File: src/swc_pkg.sv
/*
  Package for the SYSREF capture window block: register byte addresses,
  field layouts, reset values and counts shared by the design files.
  Assumes an APB slave with 32-bit data, one register per aligned word.
*/
// How it works
// - SYSREF is captured on a fixed device clock edge, same every reset.
// - Single-channel mode samples SYSREF on both clock edges, doubling the window.
// - Position detector finds SYSREF in the clock cycle; result kept as map.
// - Map has 24 positions; low, mid, high bytes at 0x02c, 0x02d, 0x02e.
// - Map counts as valid only after three SYSREF rising edges.
// - A map bit is 1 for a risky position and 0 for a safe one.
// - Map bits 0 and 23 always read 1.
// - Each sampling instant is a delayed clock; the chosen one samples SYSREF.
// - Position select holds the index of the chosen map bit.
// - Position select reaches only positions 0 to 15.
// - Fine step select 0 gives coarse steps, 1 gives fine steps.
package swc_pkg;
  // Byte addresses: printed offsets count words, not bytes, so index * 4
  localparam logic [11:0] SWC_IDX_MAP_LOW  = 12'h02c;
  localparam logic [11:0] SWC_IDX_MAP_MID  = 12'h02d;
  localparam logic [11:0] SWC_IDX_MAP_HIGH = 12'h02e;
  localparam logic [11:0] SWC_IDX_CTRL     = 12'h030;
  localparam logic [11:0] SWC_IDX_STATUS   = 12'h031;
  localparam logic [11:0] SWC_ADDR_MAP_LOW  = 12'(SWC_IDX_MAP_LOW  * 4);
  localparam logic [11:0] SWC_ADDR_MAP_MID  = 12'(SWC_IDX_MAP_MID  * 4);
  localparam logic [11:0] SWC_ADDR_MAP_HIGH = 12'(SWC_IDX_MAP_HIGH * 4);
  localparam logic [11:0] SWC_ADDR_CTRL     = 12'(SWC_IDX_CTRL     * 4);
  localparam logic [11:0] SWC_ADDR_STATUS   = 12'(SWC_IDX_STATUS   * 4);
  // Control register fields
  localparam int SWC_CTRL_SEL_LSB  = 0;
  localparam int SWC_CTRL_FINE_BIT = 4;
  localparam int SWC_CTRL_DES_BIT  = 5;
  // Status register fields
  localparam int SWC_STAT_VALID_BIT = 0;
  localparam int SWC_STAT_EDGE_LSB  = 1;
  // Counts and reset values
  localparam int          SWC_POSITIONS      = 24;
  localparam int          SWC_SEL_POSITIONS  = 16;
  localparam logic [1:0]  SWC_EDGES_FOR_VALID = 2'h3;
  localparam logic [3:0]  SWC_SEL_RESET       = 4'h0;
  localparam logic        SWC_FINE_RESET      = 1'b1;
  localparam logic        SWC_DES_RESET       = 1'b0;
  localparam logic [23:0] SWC_MAP_RESET       = 24'hffffff;
  localparam logic [23:0] SWC_EDGE_FORCE      = 24'h800001;
endpackage

File: src/swc_sync.sv
/*
  Two-flip-flop synchroniser for a bus of levels.
  Assumes inputs arrive from outside the ref_clk_i domain.
*/
`timescale 1ns/1ps
module swc_sync #(
  parameter int WIDTH = 1
) (
  input  wire logic             ref_clk_i, // Block clock
  input  wire logic             rst_i,     // Synchronous reset
  input  wire logic [WIDTH-1:0] async_i,   // Asynchronous levels
  output logic      [WIDTH-1:0] sync_o     // Synchronised levels
);
  logic [WIDTH-1:0] meta;
  logic [WIDTH-1:0] next_meta;
  logic [WIDTH-1:0] next_sync;

  // Next values of both stages
  always_comb begin
    next_meta = rst_i ? '0 : async_i;
    next_sync = rst_i ? '0 : meta;
  end

  // Register the stages
  always_ff @(posedge ref_clk_i) begin
    meta   <= next_meta;
    sync_o <= next_sync;
  end
endmodule

File: src/swc_apb_slave.sv
/*
  APB register slave for the SYSREF capture window block.
  Holds the control register, returns the map and status.
  Assumes APB3 signalling with zero wait states and 32-bit data.
*/
`timescale 1ns/1ps
module swc_apb_slave
  import swc_pkg::*;
(
  input  wire logic        ref_clk_i,  // Block clock
  input  wire logic        rst_i,      // Synchronous reset
  input  wire logic        psel_i,     // APB select
  input  wire logic        penable_i,  // APB enable
  input  wire logic        pwrite_i,   // APB direction
  input  wire logic [11:0] paddr_i,    // APB byte address
  input  wire logic [31:0] pwdata_i,   // APB write data
  output logic      [31:0] prdata_o,   // APB read data
  output logic             pready_o,   // APB ready
  output logic             pslverr_o,  // APB error
  input  wire logic [23:0] map_i,      // Window map
  input  wire logic        valid_i,    // Map valid
  input  wire logic [1:0]  edges_i,    // Edges seen, saturating
  output logic      [3:0]  sel_o,      // Position select
  output logic             fine_o,     // Fine step select
  output logic             des_o       // Dual-edge mode
);
  logic [3:0] next_sel;
  logic       next_fine;
  logic       next_des;

  // Address recognised by the map
  function automatic logic swc_hit(input logic [11:0] a);
    return a == SWC_ADDR_MAP_LOW || a == SWC_ADDR_MAP_MID || a == SWC_ADDR_MAP_HIGH
        || a == SWC_ADDR_CTRL || a == SWC_ADDR_STATUS;
  endfunction

  // Combinational answer, no wait states
  always_comb begin
    pready_o  = 1'b1;
    pslverr_o = psel_i && penable_i && !swc_hit(paddr_i);
    prdata_o  = 32'h0;
    case (paddr_i)
      SWC_ADDR_MAP_LOW:  prdata_o = {24'h0, map_i[7:0]};
      SWC_ADDR_MAP_MID:  prdata_o = {24'h0, map_i[15:8]};
      SWC_ADDR_MAP_HIGH: prdata_o = {24'h0, map_i[23:16]};
      SWC_ADDR_CTRL: begin
        prdata_o[SWC_CTRL_SEL_LSB +: 4] = sel_o;
        prdata_o[SWC_CTRL_FINE_BIT]     = fine_o;
        prdata_o[SWC_CTRL_DES_BIT]      = des_o;
      end
      SWC_ADDR_STATUS: begin
        prdata_o[SWC_STAT_VALID_BIT]     = valid_i;
        prdata_o[SWC_STAT_EDGE_LSB +: 2] = edges_i;
      end
      default: prdata_o = 32'h0;
    endcase
  end

  // Control register writes; map registers are read-only
  always_comb begin
    next_sel  = sel_o;
    next_fine = fine_o;
    next_des  = des_o;
    if (rst_i) begin
      next_sel  = SWC_SEL_RESET;
      next_fine = SWC_FINE_RESET;
      next_des  = SWC_DES_RESET;
    end else if (psel_i && penable_i && pwrite_i && paddr_i == SWC_ADDR_CTRL) begin
      next_sel  = pwdata_i[SWC_CTRL_SEL_LSB +: 4];
      next_fine = pwdata_i[SWC_CTRL_FINE_BIT];
      next_des  = pwdata_i[SWC_CTRL_DES_BIT];
    end
  end

  always_ff @(posedge ref_clk_i) begin
    sel_o  <= next_sel;
    fine_o <= next_fine;
    des_o  <= next_des;
  end
endmodule

File: src/swc_top.sv
/*
  SYSREF capture window block. Samples SYSREF at delayed clock positions,
  builds the 24-bit window map, and captures SYSREF at the selected one.
  Assumes the analogue delay line outside delivers, for each position p,
  the SYSREF level sampled at that delay on the rising edge (tap_rise_i)
  and on the falling edge (tap_fall_i); step size follows step_fine_o.
*/
// Design decision made here: the APB register port.
`timescale 1ns/1ps
module swc_top
  import swc_pkg::*;
#(
  parameter int POSITIONS = SWC_POSITIONS
) (
  input  wire logic                 ref_clk_i,   // Device clock, 125 MHz
  input  wire logic                 rst_i,       // Synchronous reset
  input  wire logic                 psel_i,      // APB select
  input  wire logic                 penable_i,   // APB enable
  input  wire logic                 pwrite_i,    // APB direction
  input  wire logic [11:0]          paddr_i,     // APB byte address
  input  wire logic [31:0]          pwdata_i,    // APB write data
  output logic      [31:0]          prdata_o,    // APB read data
  output logic                      pready_o,    // APB ready
  output logic                      pslverr_o,   // APB error
  input  wire logic [POSITIONS-1:0] tap_rise_i,  // SYSREF at each delay, rising
  input  wire logic [POSITIONS-1:0] tap_fall_i,  // SYSREF at each delay, falling
  output logic                      step_fine_o, // Delay line step size select
  output logic                      sysref_o,    // Captured SYSREF level
  output logic                      sysref_edge_o, // Captured rising edge pulse
  output logic                      map_valid_o  // Window map valid
);
  // Elaboration check: the map layout is fixed at 24 positions
  if (POSITIONS != SWC_POSITIONS) begin : g_bad
    $error("swc_top supports exactly 24 positions");
  end

  logic [POSITIONS-1:0] rise_s;
  logic [POSITIONS-1:0] fall_s;
  logic [POSITIONS-1:0] rise_d;
  logic [POSITIONS-1:0] next_rise_d;
  logic [POSITIONS-1:0] risk;
  logic [POSITIONS-1:0] next_risk;
  logic [POSITIONS-1:0] map;
  logic [1:0]           edges;
  logic [1:0]           next_edges;
  logic                 cap;
  logic                 next_cap;
  logic                 edge_q;
  logic                 next_edge;
  logic [3:0]           sel;
  logic                 fine;
  logic                 des;
  logic                 ref_rise;
  logic                 tap_sel;

  // Taps come from the analogue side, so synchronise them
  swc_sync #(.WIDTH(POSITIONS)) u_sync_rise (
    .ref_clk_i (ref_clk_i),
    .rst_i     (rst_i),
    .async_i   (tap_rise_i),
    .sync_o    (rise_s)
  );
  swc_sync #(.WIDTH(POSITIONS)) u_sync_fall (
    .ref_clk_i (ref_clk_i),
    .rst_i     (rst_i),
    .async_i   (tap_fall_i),
    .sync_o    (fall_s)
  );

  swc_apb_slave u_regs (
    .ref_clk_i (ref_clk_i),
    .rst_i     (rst_i),
    .psel_i    (psel_i),
    .penable_i (penable_i),
    .pwrite_i  (pwrite_i),
    .paddr_i   (paddr_i),
    .pwdata_i  (pwdata_i),
    .prdata_o  (prdata_o),
    .pready_o  (pready_o),
    .pslverr_o (pslverr_o),
    .map_i     (map),
    .valid_i   (map_valid_o),
    .edges_i   (edges),
    .sel_o     (sel),
    .fine_o    (fine),
    .des_o     (des)
  );

  assign step_fine_o = fine;

  // Reference edge: middle tap on the rising edge marks a SYSREF rise
  assign ref_rise = rise_s[POSITIONS/2] && !rise_d[POSITIONS/2];

  // Selected tap; dual-edge mode also takes the falling sample
  assign tap_sel = rise_s[sel] || (des && fall_s[sel]);

  // Risk: a tap whose sample differs from a neighbour at a SYSREF rise
  // sits on a transition, so it may violate setup or hold
  always_comb begin
    next_risk = risk;
    if (rst_i) begin
      next_risk = '0;
    end else if (ref_rise) begin
      for (int p = 0; p < POSITIONS; p++) begin
        next_risk[p] = (p > 0 && rise_s[p] != rise_s[p-1])
                    || (p < POSITIONS-1 && rise_s[p] != rise_s[p+1]);
      end
    end
  end

  // Map with edge positions forced to 1
  always_comb begin
    map = risk | SWC_EDGE_FORCE;
    if (!map_valid_o) begin
      map = SWC_MAP_RESET;
    end
  end

  // Edge counter, saturating at three
  always_comb begin
    next_edges = edges;
    if (rst_i) begin
      next_edges = 2'h0;
    end else if (ref_rise && edges != SWC_EDGES_FOR_VALID) begin
      next_edges = edges + 2'h1;
    end
  end

  // Capture at the chosen position, used for every later edge
  always_comb begin
    next_rise_d  = rst_i ? '0 : rise_s;
    next_cap     = rst_i ? 1'b0 : tap_sel;
    next_edge    = rst_i ? 1'b0 : (tap_sel && !cap);
  end

  always_ff @(posedge ref_clk_i) begin
    rise_d  <= next_rise_d;
    risk    <= next_risk;
    edges   <= next_edges;
    cap     <= next_cap;
    edge_q  <= next_edge;
  end

  assign map_valid_o   = (edges == SWC_EDGES_FOR_VALID);
  assign sysref_o      = cap;
  assign sysref_edge_o = edge_q;
endmodule

File: config.mk
export PLATFORM = sky130hd
export DESIGN_NAME = swc_top
export DESIGN_NICKNAME = d
export VERILOG_FILES = /design/src/swc_pkg.sv /design/src/swc_sync.sv /design/src/swc_apb_slave.sv /design/src/swc_top.sv
export SDC_FILE = /design/constraint.sdc
export NUM_CORES = 1
export LEC_CHECK = 0
export ABC_CLOCK_PERIOD_IN_PS = 5760
export BUFFER_PORTS_ARGS = -buffer_cell sky130_fd_sc_hd__buf_2
export CAP_MARGIN = 20
export CORE_UTILIZATION = 55
export DETAILED_ROUTE_END_ITERATION = 12
export HOLD_SLACK_MARGIN = 0.08
export PLACE_DENSITY_LB_ADDON = 0.3
export SYNTH_ARGS = -nofsm -noshare
export SYNTH_HDL_FRONTEND = slang
export SYNTH_SLANG_ARGS = --single-unit
File: constraint.sdc
create_clock -name ref_clk_i -period 5.76 [get_ports ref_clk_i]
set_clock_uncertainty 0.1 [all_clocks]
set_input_delay 0.288 -clock ref_clk_i [delete_from_list [all_inputs] [get_ports ref_clk_i]]
set_output_delay 0.288 -clock ref_clk_i [all_outputs]
set_load 0.005 [all_outputs]
# Yosys cells after proc, flatten, opt, wreduce, memory -nomap -nowiden
# Cells that the tools add are included.
# classes
n_addsub	1
multipliers	0
div_mod_pow	0
order_cmp	1
n_eq_ne	52
shift	0
muxes	8
bitwise	0
n_reduce_logical	38
# op_table
op	count
$eq 12x8->1 const B	5
$ne 1x1->1	45
$logic_or 1x1->1	27
$mux 23	1
$pmux 3 s5	1
$pmux 3 s4	1
$bmux 1 s4	2
$logic_and 1x1->1	8
$lt 4x6->1 const B	1
$pmux 2 s3	1
$logic_not 1->1	3
$add 2x1->2 const B	1
$eq 2x2->1 const B	1
$mux 1	2
$ne 2x2->1 const B	1
# totals
reg_bits	126
latch_bits	0
ramBits	0
romBits	0
input_bits	97
out_inout_bits	38
elab_cells	112
memories	0

# Depth between registers and ports, before layout
# Gate-level depths: netlist (run 1).
# logic_depth
ltp_word	7
depth_mapped	7
ltp_nobuf	5

# Modules after synthesis
# A second synthesis (run 1) with hierarchy kept.
# hier_totals
hier_cells	506
area_unflattened_um2	5028.6
# by_module_without_submodules
mod	n_inst	cells_each	area_per_inst_um2	seq_area_each_um2
swc_sync	2	101	1305.0	960.9
swc_top	1	203	1597.8	540.5
swc_apb_slave	1	101	820.8	120.1

# Worst setup path after synthesis (run 1)
# Ideal clock, no wire load.
# synth_timing
path_kind	input to output
start	input paddr_i[9]
end	output prdata_o[6]
arrival_ns	1.681
t_required_ns	5.372
path_slack_ns	3.691
path_stages	5
n_path_buf	1
cell_sequence	or4_1 -> buf_2 -> nor3b_2 -> a21boi_0 -> a21boi_0
# synth_between
elab_chain_cells	2
elab_cells_between_ends	4
classes_between	3 x eq/ne; 1 x mux
# synth_lines
item	line_no	source
start: declaration	swc_top.sv:20	input wire logic [11:0] paddr_i,
$eq 12x8->1	swc_apb_slave.sv:42	case (paddr_i)
$pmux 2 s3 *	swc_apb_slave.sv:42	
end: declaration	swc_top.sv:22	output logic [31:0] prdata_o,
# Every way passes the cells marked *; elsewhere a longest branch is shown, timed or not.

# Worst setup path after layout (run 1)
# layout_timing
start	register edges[0]
end	output prdata_o[5]
# layout_between
elab_chain_cells	3
# layout_lines
item	line_no	source
start: declaration	swc_top.sv:44	logic [1:0] edges;
start signal: assignment	swc_top.sv:139	edges <= next_edges;
$eq 2x2->1	swc_top.sv:144	assign map_valid_o = (edges == SWC_EDGES_FOR_VALID);
$mux 23	swc_top.sv:114	if (!map_valid_o) begin
$pmux 3 s4	swc_apb_slave.sv:42	
# Every way passes these cells.

==> results.ini, run 1 <==
[placement]
placedCellCount = 622
placed_area_um2 = 4810
pre_cts_slack_ps = 3270
globalplace.congestion = 0.864
io_buffers = 75
place_hpwl_mm = 5.48

[worst_setup_path]
critPathMaxFanout = 12
critical_path_buf_inv_count = 2
cp.arrival_ps = 2200
cp-end-kind = output pin
crit-reg2reg-launch = u_regs.sel_o[1]
start_kind = register
cp_top_family = compound AO/OA/AOI/OAI gates
path_cells = ha_1 -> inv_1 -> o21ai_0 -> nand2_1 -> a32o_1 -> buf_2
path_class = reg2out
crit_slowest_cell = dfxtp_1
worst_r2r_endpoint = sysref_o
max_stage_delay_ps = 380
critPathRequiredTime_ps = 5370
worstRegToRegCells = 4
worst-r2r-setup-slack_ps = 3750

[synth]
synthFlopType = dfxtp_1
syn-cell-area_um2 = 4510
yosys_warnings = 0
ys_types = 45
synth-seq-cells = 113
syn_area_per_cell_um2 = 9.49
syn_inst = 475
ys_seq_area_frac = 0.502
synthArstFlopShare = 0
synth_edf_count = 0

[sta]
fin_crit_sh = 0.450
rsz0062_at_grt = no
post-route-worst-setup-slack_ps = 3170
slew_violations = 0
max_freq_mhz = 386
holdWs_ps = 182
setup_viol = 0
final_hold_viol_count = 0
period_needed_ps = 2590
tightest_slew_ps = 811
relSlewSlack = 0.459
tns_ps = 0

[clocking]
cts_buffers = 17
cts-root-buf = clkbuf_8
h-tree-depth = 4
clk_pin_slew_ps = 50
cts_sinks = 113
cts-resized-gates = 0
cts_tree = done
clock_latency_ps = 500
postCtsHoldBufs = 46
post_cts_buffers = 0
cts.path.max_buffers = 2

[finish]
final_cell_mix = 113 x dfxtp_1, 84 x nor2b_1, 74 x buf_2, 46 x dlygate4sd3_1, 41 x nand3_1
num_antenna_cells = 0
nFillCells = 561
areaGrowthSynthToFinish_pct = 30.2
mostFrequentLayoutCell = dfxtp_1
drive_above_1_share = 0.194
fin_cells = 700
nNetsFinal = 684
final_area_um2 = 5870

[grt]
grt_pass1_wl_mm = 14.8
antenna_found_initial = 0
grt_max_degree = 121
grt_overflow = 0
grt_pass1_vias = 3227
grt.total_usage = 0.226

[hold_path]
hp-start = rst_i
hold_depth = 2
worstHoldEndpoint = u_sync_rise.sync_o[11]
worst_hold_path_type = in2reg

[drt]
first_iter_violations = 166
viasPerCell = 5.01
remaining_drc_errors = 0
post_drt_wl_per_cell_um = 13.5
top_layer = met4
dr.pass1.iters = 4
vias = 3509
routed_wl_mm = 9.42
wl_met2_mm = 4.69
met3WireLength_um = 482
ant_nets = 0
m1WireLength_mm = 4.13

[power]
peakVddDrop_uv = 257
leakage_nw = 2.39
p_per_area_nw_per_um2 = 335

[floorplan]
die_y_um = 92.5
initial_utilization = 0.575
die_w_um = 92.5
ios = 135
coreArea_um2 = 7850
die-area_um2 = 8560
rows = 32

[flow_run]
cap_violations = 0

[outcome]
outcome = complete, no violations

-- kinds of logic after synthesis --
kind of cell / synth area share
XOR/XNOR: 0.00194
other: 0.00167
buffers and inverters: 0.0705
flip-flops: 0.502
AO/OA/AOI/OAI: 0.0949
AND/OR/NAND/NOR: 0.271
multiplexers: 0.0555
adder cells (fa/ha/maj): 0.00277
-- synth_stat cells (2+ instances only) --
cell | count | area, um2
a211o_1 | 3 | 26.3
a21boi_0 | 3 | 22.5
a21o_1 | 2 | 15.0
a21oi_1 | 21 | 105
a22oi_1 | 2 | 15.0
a311oi_1 | 3 | 26.3
a31oi_1 | 2 | 12.5
a32o_1 | 2 | 20.0
buf_1 | 3 | 11.3
buf_2 | 2 | 10.0
buf_4 | 25 | 188
clkbuf_1 | 24 | 90.1
conb_1 | 2 | 7.51
dfxtp_1 | 113 | 2260
inv_1 | 2 | 7.51
mux2i_1 | 16 | 160
mux4_2 | 4 | 90.1
nand2_1 | 32 | 120
nand2b_1 | 14 | 87.6
nand3_1 | 41 | 205
nand4_1 | 2 | 12.5
nor2_1 | 10 | 37.5
nor2b_1 | 84 | 526
nor4bb_1 | 2 | 20.0
o211ai_1 | 6 | 45.0
o21ai_0 | 11 | 55.1
o21bai_1 | 2 | 15.0
o22ai_1 | 7 | 43.8
or2_2 | 3 | 18.8
or3_1 | 17 | 106
-- metal layers --
| metal | vias to the layer above | GRT usage |
|---|---|---|
| met2 | 118 | 0.379 |
| met1 | 1587 | 0.276 |
| met3 | 11 | 0.0575 |
| li1 | 1793 | - |
| met4 | 0 | 0.0951 |
| met5 | - | 0 |
-- power breakdown --
group	switching, mW	total (mW)	internal (mW)	leakage [nW]
registers	0.0166	0.832	0.815	0.930
logic	0.0542	0.124	0.0700	1.17
clock network	0.336	1.01	0.676	0.288
-- cell type report --
cell class	instances	area (um2)	share of cell area
Sequential cell	113	2260	0.385
Multi-Input combinational cell	328	2020	0.343
Timing Repair Buffer	124	873	0.149
Clock buffer	21	449	0.0765
Clock inverter	10	135	0.0230
Tap cell	102	128	0.0217
Inverter	2	7.51	0.00128
-- through the flow --
step	total power, mW	util
3_5_place_dp	0.943	0.612
3_3_place_gp	0.939	0.612
6_report	1.97	0.748
2_1_floorplan	0.920	-
4_1_cts	1.97	0.746
5_1_grt	2.04	0.748
-- worst max path at each step --
stage	depth (start not counted)	endpoint	startpoint	slack [ps]
after detailed placement	6	prdata_o[6]	paddr_i[9]	3270
final	6	prdata_o[5]	edges[0]	3170
after floorplan	5	prdata_o[6]	paddr_i[9]	3690
after CTS	6	prdata_o[5]	edges[0]	3150
after global routing	6	prdata_o[0]	edges[0]	3030
after global placement	6	prdata_o[6]	paddr_i[9]	3290
-- registers in the layout, indices dropped and copies added, names as in the netlist --
| name | count |
|---|---|
| u_regs.des_o | 1 |
| risk | 22 |
| sysref_edge_o | 1 |
| sysref_o | 1 |
| u_sync_rise.sync_o | 24 |
| rise_d | 1 |
| u_regs.fine_o | 1 |
| u_regs.sel_o | 4 |
| u_sync_rise.meta | 24 |
| u_sync_fall.sync_o | 16 |
| edges | 2 |
| u_sync_fall.meta | 16 |
(Power assumes the default switching activity.)
==> inputs of run 2 (changes only) <==
ABC_AREA = 1   (was default)
ABC_CLOCK_PERIOD_IN_PS = 2520   (was 5760)
CORE_UTILIZATION = 52   (was 55)
clock period = 2.52 ns   (was 5.76 ns; I/O delays follow)
==> run 2 against run 1 <==
Against the previous run: first-iteration DRC count grew 19%; count of clock-buffer cells in the layout down 3; non-clock buffer count is 31 higher; core utilization fell by 2.2 points; die area grew 10%; flip-flop and latch count stayed put; sequential share of layout area is 3.0 points lower; hold slack got worse by 72 ps; highest routed layer unchanged; clock power increased by 110%; register-to-register slack worse by 2900 ps; final cell count up 31%.
==> results.ini, run 2 <==
[outcome]
outcome = complete, no violations

[finish]
areaGrowthSynthToFinish_pct = 34.9
mostFrequentLayoutCell = nor2_1
final_cell_mix = 131 x nor2_1, 116 x inv_1, 113 x dfxtp_1, 82 x nand2_1, 75 x buf_2
final_area_um2 = 6360  ; +8.3%
reg.largest.list = u_sync_rise.meta x24, u_sync_rise.sync_o x24, risk x22
nFillCells = 674  ; +20%
drive_above_1_share = 0.175  ; -0.0195
seqCellArea_um2 = 2260  ; unchanged
post-route-util = 0.726  ; -0.0224
num_antenna_cells = 0  ; unchanged
multi_input_comb_area_um2 = 1800  ; -11%
nNetsFinal = 893  ; +31%

[worst_setup_path]
worstRegToRegCells = 5  ; +1
start_kind = register
crit-reg2reg-launch = edges[0]
critPathRequiredTime_ps = 2290  ; -3080 ps
path_class = reg2out
critPathMaxFanout = 12  ; unchanged
cp.arrival_ps = 2130  ; -70 ps
crit_start = edges[0]
worst-r2r-setup-slack_ps = 840  ; -2910 ps
cp-end-kind = output pin
worst_r2r_endpoint = edges[0]

[grt]
grt_pass1_vias = 4123  ; +28%
antenna_found_initial = 0  ; unchanged
grt_pass1_wl_mm = 17.5  ; +18%
grt_overflow = 0  ; unchanged
grt.total_usage = 0.227  ; +0.000734
grt_max_degree = 55  ; -55%

[synth]
netlist_top_cells_count = 131 x nor2_1, 117 x inv_1, 113 x dfxtp_1, 82 x nand2_1, 29 x nand3_1
syn_area_per_cell_um2 = 7.32  ; -23%
yosys_warnings = 0  ; unchanged
synth_top_cells_by_area = dfxtp_1 48%, nor2_1 10%, inv_1 9.3%, nand2_1 6.5%, buf_4 4.1%
yosysMostFrequentCell = nor2_1
synth_top_area_cell = dfxtp_1
ys_seq_area_frac = 0.480  ; -0.0218
synth_top_area_share = 0.480  ; -0.0218
synthFlopType = dfxtp_1
syn-cell-area_um2 = 4710  ; +4.6%
synthArstFlopShare = 0  ; unchanged
ys_types = 30  ; -33%
syn_inst = 644  ; +36%
synth_edf_count = 0  ; unchanged
synth-seq-cells = 113  ; unchanged

[floorplan]
die_w_um = 97.2  ; +5.0%
rows = 34  ; +6.3%
die_y_um = 97.2  ; +5.0%
ios = 135  ; unchanged
initial_utilization = 0.538  ; -0.0366
die-area_um2 = 9450  ; +10%
coreArea_um2 = 8760  ; +12%

[hold_path]
worst_hold_path_type = in2reg
hp-start = pwrite_i
hold_depth = 6  ; +4
worstHoldEndpoint = u_regs.sel_o[0]

[placement]
globalplace.congestion = 0.802  ; -7.2%
io_buffers = 75  ; unchanged
placed_area_um2 = 5070  ; +5.5%
place_hpwl_mm = 6.18  ; +13%
pre_cts_slack_ps = 673  ; -2590 ps

[clocking]
cts_tree = done
h-tree-depth = 4  ; unchanged
cts_buffers = 17  ; unchanged
post_cts_buffers = 0  ; unchanged
clock_latency_ps = 500  ; about the same
cts.path.max_buffers = 2  ; unchanged
cts-root-buf = clkbuf_8
clk_pin_slew_ps = 50  ; about the same
cts_sinks = 113  ; unchanged

[sta]
rsz0062_at_grt = no
tightest_slew_ps = 619  ; -191 ps
relSlewSlack = 0.587  ; +0.128
slew_violations = 0  ; unchanged
post-route-worst-setup-slack_ps = 162  ; -3010 ps
final_hold_viol_count = 0  ; unchanged
setup_viol = 0  ; unchanged
period_needed_ps = 2360
fin_crit_sh = 0.936
tns_ps = 0  ; unchanged
max_freq_mhz = 424

[power]
peakVddDrop_uv = 406  ; +58%
power_mw = 4.35  ; +120%
switchingPower_mw = 1.01  ; +150%
seqPwrFrac = 0.439  ; +0.016
pwr-share-comb = 0.076  ; +0.013
switching_share = 0.233  ; +0.0258
p_per_area_nw_per_um2 = 683  ; +100%
leakage_nw = 3.21  ; +35%
p_int_mw = 3.33  ; +110%
clkPwrFrac = 0.485  ; -0.029

[drt]
post_drt_wl_per_cell_um = 10.9  ; -19%
routed_wl_mm = 9.98  ; +5.9%
vias = 4202  ; +20%
ant_nets = 0  ; unchanged
remaining_drc_errors = 0  ; unchanged
dr.pass1.iters = 4  ; unchanged
first_iter_violations = 198  ; +19%
viasPerCell = 4.59  ; -8.5%

[flow_run]
cap_violations = 0  ; unchanged

-- run 2: cell types whose count changed in the layout (fill, tap and decap cells not counted), moves of 28 or more --
cell	change
dlygate4sd3_1	+28
nand2_1	+50
inv_1	+114
nor2b_1	-84
nor2_1	+121
-- run 2: layout make-up --
cell class | count | area share
clock inverter | 14 | 0.0185
tap | 108 | 0.0212
timing repair inverter | 1 | 0.000787
multi-input combinational | 385 | 0.283
timing repair buffer | 155 | 0.183
sequential | 113 | 0.356
inverter | 122 | 0.0726
clock buffer | 18 | 0.0657
-- run 2: power by group through the flow --
| stage | combinational (mW) | clock [mW] | sequential (mW) |
|---|---|---|---|
| 2_1_floorplan | 0.190 | 0 | 1.93 |
| 3_3_place_gp | 0.236 | 0 | 1.94 |
| 3_5_place_dp | 0.244 | 0 | 1.94 |
| 4_1_cts | 0.324 | 2.14 | 1.91 |
| 5_1_grt | 0.377 | 2.23 | 1.91 |
| 6_report | 0.330 | 2.11 | 1.91 |
-- run 2: through the flow --
stage / hold WS (ps) / std cells
finish: 109 / 916
global route: 156 / 916
floorplan: 133 / 667
CTS: 91.0 / 915
detailed placement: 232 / 809
global placement: 225 / 809
-- run 2: logic make-up after synthesis --
kind of cell / count (synthesis) / share of synthesized area
compound gates: 75 / 0.0825
xor+xnor: 17 / 0.0316
fa+ha+maj: 1 / 0.00265
buf+inv: 169 / 0.157
flops: 113 / 0.480
other cells: 2 / 0.00159
simple gates: 267 / 0.244
-- run 2: critical path, cell delays in order, from the launching register on --
cell	delay (ps)
dfxtp_1	390
ha_2	280
clkinvlp_4	210
or2_2	320
nand2_1	70
nand3_1	70
nor2_1	110
nor2_1	50
buf_2	130
-- run 2: how the worst max path moves through the flow --
stage,slack (ps),endpoint,cells after the start
after detailed placement,670,prdata_o[1],8
after global placement,710,prdata_o[2],8
after CTS,130,prdata_o[2],8
after global routing,20,prdata_o[2],8
final,160,prdata_o[2],8
after floorplan,1030,prdata_o[6],7
-- run 2: per-layer routing --
layer | GRT usage | part of all wire | up-vias
li1 | - | - | 2183
met3 | 0.0468 | 0.040 | 18
met1 | 0.262 | 0.44 | 1889
met5 | 0 | 0 | -
met4 | 0.0995 | 0.017 | 0
met2 | 0.405 | 0.50 | 112
-- run 2: what timing repair did --
item | 4_1_cts | 5_1_grt
resized for setup | 0 | 2
endpoints found under the setup margin | 0 | 2
hold endpoints to repair | 62 | 0
hold buffers | 74 | 0
